## src/chds_consts.vh

```
// Constants for the channel diagnostic status block
`ifndef CHDS_CONSTS_VH
`define CHDS_CONSTS_VH

// Register map
`define CHDS_STATUS_WORD_OFF  8'h04
`define CHDS_STATUS_RESET     16'h0000
`define CHDS_NUM_CH           4

// Channel range codes
`define CHDS_RANGE_4_20MA     2'h0
`define CHDS_RANGE_0_20MA     2'h1
`define CHDS_RANGE_0_10V      2'h2

// Indicator codes
`define CHDS_IND_OFF          3'h0
`define CHDS_IND_RED          3'h1
`define CHDS_IND_RED_FLASH    3'h2
`define CHDS_IND_GREEN        3'h3
`define CHDS_IND_GREEN_FLASH  3'h4

// Timing: flash half period and self-test length
`define CHDS_FLASH_HALF_NS    250000000
`define CHDS_CLK_NS           8
`define CHDS_FLASH_HALF_CYC   (`CHDS_FLASH_HALF_NS / `CHDS_CLK_NS)
`define CHDS_SELFTEST_STEPS   4'h8

`endif

```

## src/chds_chan_check.v

```verilog
// Per-channel fault classification
`timescale 1ns/1ps
`default_nettype none
`include "chds_consts.vh"

module chds_chan_check (
  // Channel condition
  input  wire [1:0] range_sel,
  input  wire       enabled,
  input  wire       cfg_valid,
  input  wire       under_range,
  input  wire       open_wire,
  input  wire       short_ckt,
  input  wire       field_power_ok,
  // Result
  output wire       chan_fault,
  output wire       cfg_error
);

  wire loop_mode;

  assign loop_mode = (range_sel == `CHDS_RANGE_4_20MA);
  // Invalid range code counts as a bad configuration
  assign cfg_error = enabled & (~cfg_valid | (range_sel == 2'h3));
  // Over-range is never an input here on purpose
  assign chan_fault = ~field_power_ok
                    | (loop_mode & (under_range | open_wire | short_ckt));

endmodule
`default_nettype wire

```

## src/chds_flasher.v

```verilog
// Flash phase generator for the status indicators
`timescale 1ns/1ps
`default_nettype none
`include "chds_consts.vh"

module chds_flasher #(
  parameter HALF_CYC = `CHDS_FLASH_HALF_CYC
) (
  // Clock and reset
  input  wire core_clk,
  input  wire rst_n,
  // Phase
  output reg  phase
);

  reg [31:0] count;

  always @(posedge core_clk or negedge rst_n)
  begin
    if (!rst_n)
    begin
      count <= 32'h0000_0000;
      phase <= 1'b0;
    end
    else if (count >= HALF_CYC - 1)
    begin
      count <= 32'h0000_0000;
      phase <= ~phase;
    end
    else
    begin
      count <= count + 32'h0000_0001;
    end
  end

endmodule
`default_nettype wire

```

## src/chds_top.v

```verilog
// Channel diagnostic status: self-test, indicators, channel status word
// Notes on behaviour
// Module indicator is steady red, flashing red, green, flashing green or off by module health.
// Network indicator is steady red, flashing red, green, flashing green or off by link state.
// Both indicators green only when powered and actively communicating; the module indicator goes green without net_path_complete.
// Power-up self-tests must all pass before normal operation.
// A channel's configuration is checked when it becomes enabled.
// Every scan rechecks config, under-range and open wire (open wire in 4-20 mA only).
// In 4-20 mA range an under-range sets that channel's status bit.
// In 4-20 mA range an open circuit sets that channel's status bit.
// Status bits 0 to 3 map to channels 0 to 3.
// A bit is set for no field power, loop faults, and module faults set all bits.
// Status bits 4 to 15 always read zero.
// Over-range never sets a bit; other ranges flag only field power loss.
`timescale 1ns/1ps
`default_nettype none
`include "chds_consts.vh"

module chds_top #(
  parameter FLASH_HALF_CYC = `CHDS_FLASH_HALF_CYC
) (
  // Clock and reset
  input  wire        core_clk,
  input  wire        rst_n,
  // Self-test results, one bit per step
  input  wire        selftest_pass,
  input  wire        selftest_recoverable,
  // Runtime module faults
  input  wire        module_fault_recov,
  input  wire        module_fault_unrecov,
  // Network link state
  input  wire        net_online,
  input  wire        net_path_complete,
  input  wire        net_fault_recov,
  input  wire        net_fault_unrecov,
  // Scan and channel conditions
  input  wire        scan_strobe,
  input  wire [3:0]  chan_enable,
  input  wire [7:0]  chan_range,
  input  wire [3:0]  chan_cfg_valid,
  input  wire [3:0]  chan_under_range,
  input  wire [3:0]  chan_open_wire,
  input  wire [3:0]  chan_short,
  input  wire        field_power_ok,
  // Input image read port
  input  wire        img_rd,
  input  wire [7:0]  img_addr,
  output reg  [15:0] img_rdata,
  output reg         img_rvalid,
  // Indicators and status
  output reg  [2:0]  module_health_indicator,
  output reg  [2:0]  network_link_indicator,
  output reg  [3:0]  chan_cfg_error,
  output reg         operational
);

  localparam ST_TEST  = 3'b001;
  localparam ST_RUN   = 3'b010;
  localparam ST_FAULT = 3'b100;

  reg  [2:0]  state;
  reg  [3:0]  test_step;
  reg         test_recov;
  reg  [3:0]  enable_q;
  reg  [15:0] status_word;
  reg  [2:0]  next_mod_ind;
  reg  [2:0]  next_net_ind;
  wire        flash;
  wire [3:0]  fault_vec;
  wire [3:0]  cfg_vec;
  wire        mod_fault_any;
  wire [3:0]  enable_rise;
  wire        test_last;
  reg  [3:0]  next_cfg_error;
  wire        channel0_fault_flag;
  wire        channel1_fault_flag;
  wire        channel2_fault_flag;
  wire        channel3_fault_flag;
  wire [3:0]  chan_flags;

  chds_flasher #(
    .HALF_CYC (FLASH_HALF_CYC)
  ) u_flash (
    .core_clk (core_clk),
    .rst_n    (rst_n),
    .phase    (flash)
  );

  genvar g;
  generate
    for (g = 0; g < `CHDS_NUM_CH; g = g + 1)
    begin : g_ch
      chds_chan_check u_chk (
        .range_sel      (chan_range[2*g+1:2*g]),
        .enabled        (chan_enable[g]),
        .cfg_valid      (chan_cfg_valid[g]),
        .under_range    (chan_under_range[g]),
        .open_wire      (chan_open_wire[g]),
        .short_ckt      (chan_short[g]),
        .field_power_ok (field_power_ok),
        .chan_fault     (fault_vec[g]),
        .cfg_error      (cfg_vec[g])
      );
    end
  endgenerate

  function [2:0] ind_blink;
    input [2:0] code;
    input       ph;
    begin
      if (code == `CHDS_IND_RED_FLASH)
        ind_blink = ph ? `CHDS_IND_RED : `CHDS_IND_OFF;
      else if (code == `CHDS_IND_GREEN_FLASH)
        ind_blink = ph ? `CHDS_IND_GREEN : `CHDS_IND_OFF;
      else
        ind_blink = code;
    end
  endfunction

  // Channel flags into the status word layout
  function [15:0] pack_status;
    input [3:0] flags;
    begin
      pack_status[15:4] = 12'h000;
      pack_status[3:0]  = flags;
    end
  endfunction

  // Only the status word answers; every other address reads zero
  function addr_is_status;
    input [7:0] addr;
    begin
      addr_is_status = (addr == `CHDS_STATUS_WORD_OFF);
    end
  endfunction

  // Not running counts as a fault, so stale data never reads clean
  assign mod_fault_any = module_fault_recov | module_fault_unrecov
                       | (state != ST_RUN);
  assign enable_rise   = chan_enable & ~enable_q;
  assign test_last     = (test_step == `CHDS_SELFTEST_STEPS - 4'h1);

  // Bit n follows channel n; a module fault sets every bit
  assign channel0_fault_flag = fault_vec[0] | mod_fault_any;
  assign channel1_fault_flag = fault_vec[1] | mod_fault_any;
  assign channel2_fault_flag = fault_vec[2] | mod_fault_any;
  assign channel3_fault_flag = fault_vec[3] | mod_fault_any;
  assign chan_flags = {channel3_fault_flag, channel2_fault_flag,
                       channel1_fault_flag, channel0_fault_flag};

  // Self-test sequence; each step must pass in order
  always @(posedge core_clk or negedge rst_n)
  begin
    if (!rst_n)
    begin
      state      <= ST_TEST;
      test_step  <= 4'h0;
      test_recov <= 1'b0;
    end
    else
    begin
      case (state)
        ST_TEST:
        begin
          if (!selftest_pass)
          begin
            state      <= ST_FAULT;
            test_recov <= selftest_recoverable;
          end
          else if (test_last)
            state <= ST_RUN;
          else
            test_step <= test_step + 4'h1;
        end
        ST_RUN:
        begin
          if (module_fault_unrecov)
          begin
            state      <= ST_FAULT;
            test_recov <= 1'b0;
          end
        end
        // Held until reset; only a restart reruns the tests
        ST_FAULT:
          state <= ST_FAULT;
        default:
          state <= ST_TEST;
      endcase
    end
  end

  // Module indicator code
  always @*
  begin
    case (state)
      ST_FAULT:
        if (test_recov)
          next_mod_ind = `CHDS_IND_RED_FLASH;
        else
          next_mod_ind = `CHDS_IND_RED;
      ST_TEST:
        next_mod_ind = `CHDS_IND_GREEN_FLASH;
      ST_RUN:
      begin
        if (module_fault_recov)
          next_mod_ind = `CHDS_IND_RED_FLASH;
        else if (!net_online)
          next_mod_ind = `CHDS_IND_GREEN_FLASH;
        else
          next_mod_ind = `CHDS_IND_GREEN;
      end
      default:
        next_mod_ind = `CHDS_IND_RED;
    endcase
  end

  // Network indicator code
  always @*
  begin
    if (net_fault_unrecov)
      next_net_ind = `CHDS_IND_RED;
    else if (net_fault_recov)
      next_net_ind = `CHDS_IND_RED_FLASH;
    else if (!net_online)
      next_net_ind = `CHDS_IND_OFF;
    else if (net_path_complete)
      next_net_ind = `CHDS_IND_GREEN;
    else
      next_net_ind = `CHDS_IND_GREEN_FLASH;
  end

  // Check on enable, recheck every scan, clear when disabled
  always @*
  begin
    next_cfg_error = (chan_cfg_error & chan_enable & ~enable_rise)
                   | (enable_rise & cfg_vec);
    if (scan_strobe)
      next_cfg_error = cfg_vec;
  end

  // Indicators and run flag
  always @(posedge core_clk or negedge rst_n)
  begin
    if (!rst_n)
    begin
      module_health_indicator <= `CHDS_IND_OFF;
      network_link_indicator  <= `CHDS_IND_OFF;
      operational             <= 1'b0;
    end
    else
    begin
      module_health_indicator <= ind_blink(next_mod_ind, flash);
      network_link_indicator  <= ind_blink(next_net_ind, flash);
      operational             <= (state == ST_RUN);
    end
  end

  // Channel configuration checks
  always @(posedge core_clk or negedge rst_n)
  begin
    if (!rst_n)
    begin
      enable_q       <= 4'h0;
      chan_cfg_error <= 4'h0;
    end
    else
    begin
      enable_q       <= chan_enable;
      chan_cfg_error <= next_cfg_error;
    end
  end

  // Status word updated once per scan; holds between scans
  always @(posedge core_clk or negedge rst_n)
  begin
    if (!rst_n)
      status_word <= `CHDS_STATUS_RESET;
    else if (scan_strobe)
    begin
      // Taken only at scan end, so a read never sees a half scan
      status_word <= pack_status(chan_flags);
    end
  end

  // Image read port; other addresses read zero
  always @(posedge core_clk or negedge rst_n)
  begin
    if (!rst_n)
    begin
      img_rdata  <= 16'h0000;
      img_rvalid <= 1'b0;
    end
    else
    begin
      img_rvalid <= img_rd;
      if (img_rd && addr_is_status(img_addr))
        img_rdata <= status_word;
      else
        img_rdata <= 16'h0000;
    end
  end

endmodule
`default_nettype wire

```

## config.mk

```make
export PLATFORM = sky130hd
export DESIGN_NAME = chds_top
export DESIGN_NICKNAME = d
export VERILOG_FILES = /design/src/chds_chan_check.v /design/src/chds_flasher.v /design/src/chds_top.v
export VERILOG_INCLUDE_DIRS = /design/src
export SDC_FILE = /design/constraint.sdc
export NUM_CORES = 1
export LEC_CHECK = 0
export ABC_AREA = 1
export ABC_CLOCK_PERIOD_IN_PS = 4250
export BUFFER_PORTS_ARGS = -buffer_cell sky130_fd_sc_hd__buf_2
export CAP_MARGIN = 20
export CORE_ASPECT_RATIO = 1.4
export CORE_MARGIN = 2
export CORE_UTILIZATION = 50
export CTS_BUF_LIST = sky130_fd_sc_hd__clkbuf_16
export CTS_CLUSTER_DIAMETER = 120
export DETAILED_ROUTE_END_ITERATION = 8
export PLACE_DENSITY = 0.8
export SETUP_SLACK_MARGIN = 0.2
export SLEW_MARGIN = 5
export SYNTH_ARGS = -nofsm -noshare
export SYNTH_HDL_FRONTEND = slang
export SYNTH_SLANG_ARGS = --single-unit
```

## constraint.sdc

```tcl
create_clock -name core_clk -period 4.25 [get_ports core_clk]
set_input_delay 0 -clock core_clk [delete_from_list [all_inputs] [get_ports core_clk]]
set_output_delay 0 -clock core_clk [all_outputs]
set_load 0.02 [all_outputs]
```

==> results.sh <==
export IMPL_setup_viol=0
export IMPL_synthArstFlopShare_pct=100
export IMPL_path_cells="inv_1 -> nand3_1 -> nor2_1 -> nand4_1 -> o22ai_1 -> dlygate4sd3_1 -> inv_1"
export IMPL_grt_usage_pct=25.2
export IMPL_slowest_stage="dlygate4sd3_1"
export IMPL_start_util_pct=51.5
export IMPL_required_ns=4.48
export IMPL_cts_root_buf="clkbuf_16"
export IMPL_clock_sinks=65
export IMPL_vias=2918
export IMPL_slew_violations=0
export IMPL_yosysTopAreaCellShare_pct=50.0
export IMPL_fillers=465
export IMPL_dp_cells=521
export IMPL_worstMarginPinSlew_ns=0.823
export IMPL_via_per_inst=5.20
export IMPL_first_iter_violations=158
export IMPL_synth_seq_cells=65
export IMPL_numCtsBuffers=9
export IMPL_synth_ff_type="dfrtp_1"
export IMPL_postRouteAntennaNets=0
export IMPL_ys_seq_area_share_pct=50.9
export IMPL_place_gp_congestion=0.932
export IMPL_areaGrowthSynthToFinish_pct=30.2
export IMPL_ff_latch_area_mm2=0.00163
export IMPL_status="finished, final reports clean"
export IMPL_syn_inst=378
export IMPL_finalNonFillerCells=561
export IMPL_syn_area_mm2=0.00320
export IMPL_multi_input_area_mm2=0.00133
export IMPL_grt_pass1_vias=3108
export IMPL_path_class="register to register"
export IMPL_fp_row_count=34
export IMPL_fmax_mhz=501
export IMPL_dpl_cell_area_mm2=0.00358
export IMPL_p_per_area_mw_per_mm2=447
export IMPL_p_leak_nw=1.98
export IMPL_cpMostUsedCell="inv_1"
export IMPL_peakVddDrop_v=0.000299
export IMPL_max_slew_margin_rel_pct=45.2
export IMPL_core_area_mm2=0.00621
export IMPL_grt_max_degree=66
export IMPL_grt_overflow=0
export IMPL_fin_tns_setup_ns=0
export IMPL_finish_utilization_pct=67.1
export IMPL_rsz0062_at_grt="no"
export IMPL_drc=0
export IMPL_design_die_area_mm2=0.00707
export IMPL_hold_violations=0
export IMPL_synth_cell_type_count=30
export IMPL_drtPass1Iterations=4
export IMPL_grt_pass1_wl_mm=13.8
export IMPL_cp_max_fo=5
export IMPL_slowest_delay_ns=0.57
export IMPL_grt_antenna_before_repair=0
export IMPL_hpwlAfterDp_mm=5.12
export IMPL_cts_clk_slew_worst_paths_ns=0.06
export IMPL_drive_gt1_share_pct=21.7
export IMPL_min_path_type="input pin to register"
export IMPL_fp_dieW_um=71.6
export IMPL_postLayoutCellArea_mm2=0.00417
export IMPL_post_cts_buffers=0
export IMPL_skew_ns=0.00652
export IMPL_cts_tree="yes"
export IMPL_layout_nets=535
export IMPL_htreeDepth=3
export IMPL_io_buffers=64
export IMPL_critPathArrivalTime_ns=2.23
export IMPL_wire_per_inst_um=14.6
export IMPL_cap_violations=0
export IMPL_period_minus_slack_ns=2.00
export IMPL_ios=77
export IMPL_yosysWarningCount=0
export IMPL_fin_crit_sh_pct=47.0
export IMPL_wl_mm=8.22
export IMPL_clockBufferDepth=2
export IMPL_cp_start_kind="register"
export IMPL_dieHeight_um=98.7
export IMPL_synth_edf_count=0
export IMPL_synth_top_area_cell="dfrtp_1"
export IMPL_antenna_cells=0
export IMPL_end_kind="register"
export IMPL_syn_avg_cell_area_um2=8.47
export IMPL_clkLatencyLatePin_ns=0.33
export IMPL_p_total_mw=1.86
export IMPL_netlist_top_cells_area="dfrtp_1, nand2_1, inv_1"
## Yosys cell counts (4+ instances only)
cell type / n
a31oi_1: 5
xnor2_1: 4
nor2_2: 14
buf_4: 12
nand2_1: 72
inv_1: 54
dfrtp_1: 64
o21ai_0: 10
nor3_1: 16
nand4_1: 7
nor3_2: 4
nor2_1: 54
nand3_1: 21
o22ai_1: 4
xor2_1: 15
## through the flow
stage,setup slack (ns),hold slack (ns)
after floorplan,2.78,-0.296
after global placement,2.65,0.118
after detailed placement,2.58,0.120
after CTS,2.32,0.00262
after global routing,2.09,0.0672
final,2.25,0.0240
## what timing repair did
item	in CTS	in global routing
hold endpoints to repair	79	0
hold buffers	24	0
resized for setup	0	0
setup endpoints to repair	0	0
## report_power, final
group	internal (mW)	switching, mW
Clock	0.573	0.283
Sequential	0.685	0.0339
Combinational	0.109	0.179
## kinds of logic after synthesis
kind of cell	after synthesis	synth area share, %
compound gates	25	4.65
simple gates	197	28.2
fa+ha+maj	2	0.782
flops	65	50.9
xor+xnor	19	5.20
mux	1	0.352
buf+inv	68	9.85
other cells	1	0.117
## final cells by class
type | instances | share of cell area [%]
flip-flops and latches | 65 | 39.1
multi-input cells | 265 | 32.0
repair buffers | 89 | 13.6
clock buffers | 9 | 5.41
inverters | 54 | 4.86
clock inverters | 7 | 2.88
well taps | 72 | 2.16
## cells in the final DEF (no fill, tap or decap), drive strengths merged, types with 2 or more instances in the layout
cell type	instances
nor4	2
a21oi	3
xnor2	4
xor2	15
nand2	76
bufinv	3
nor2	69
dfrtp	64
clkinv	3
nand3	21
ha	2
buf	65
inv	55
clkbuf	9
conb	21
nand4	7
dlygate4sd3	24
nor3	20
o21ai	10
a31oi	5
o22ai	4
## sequential cells by signal, indices dropped and copies added (netlist names)
signal                   cells
network_link_indicator       3
enable_q                     4
status_word                  4
module_health_indicator      3
u_flash.phase                1
img_rvalid                   1
img_rdata                    4
test_recov                   1
state                        3
operational                  1
test_step                    4
u_flash.count               32
chan_cfg_error               4
## per-layer routing
| layer | track usage [%] | vias up | wire [µm] |
|---|---|---|---|
| met2 | 45.9 | 125 | 4550 |
| met3 | 5.52 | 26 | 445 |
| li1 | - | 1366 | - |
| met1 | 26.7 | 1401 | 2930 |
| met4 | 12.8 | 0 | 296 |
| met5 | 0 | - | 0 |
## worst max-delay path: cells and delay by family (launching register included)
family                 cells  cell delay (ns)
AOI/OAI and AO/OA          1             0.19
buffers and inverters      3             0.68
DFF                        1             0.37
and+or+nand+nor            3             0.65
## path summary, 6_finish.rpt
kind	slack [ns]	cells past startpoint	end	from
min	0.02	4	state[1]	module_fault_unrecov
max reg2reg	2.25	7	status_word[2]	state[2]
max	2.25	7	status_word[2]	state[2]
min reg2reg	0.48	1	u_flash.count[0]	u_flash.count[0]
min in group asynchronous	0.39	3	u_flash.count[11]	rst_n
max in group asynchronous	3.32	3	u_flash.count[31]	rst_n
Power figures use the tool's default switching activity.
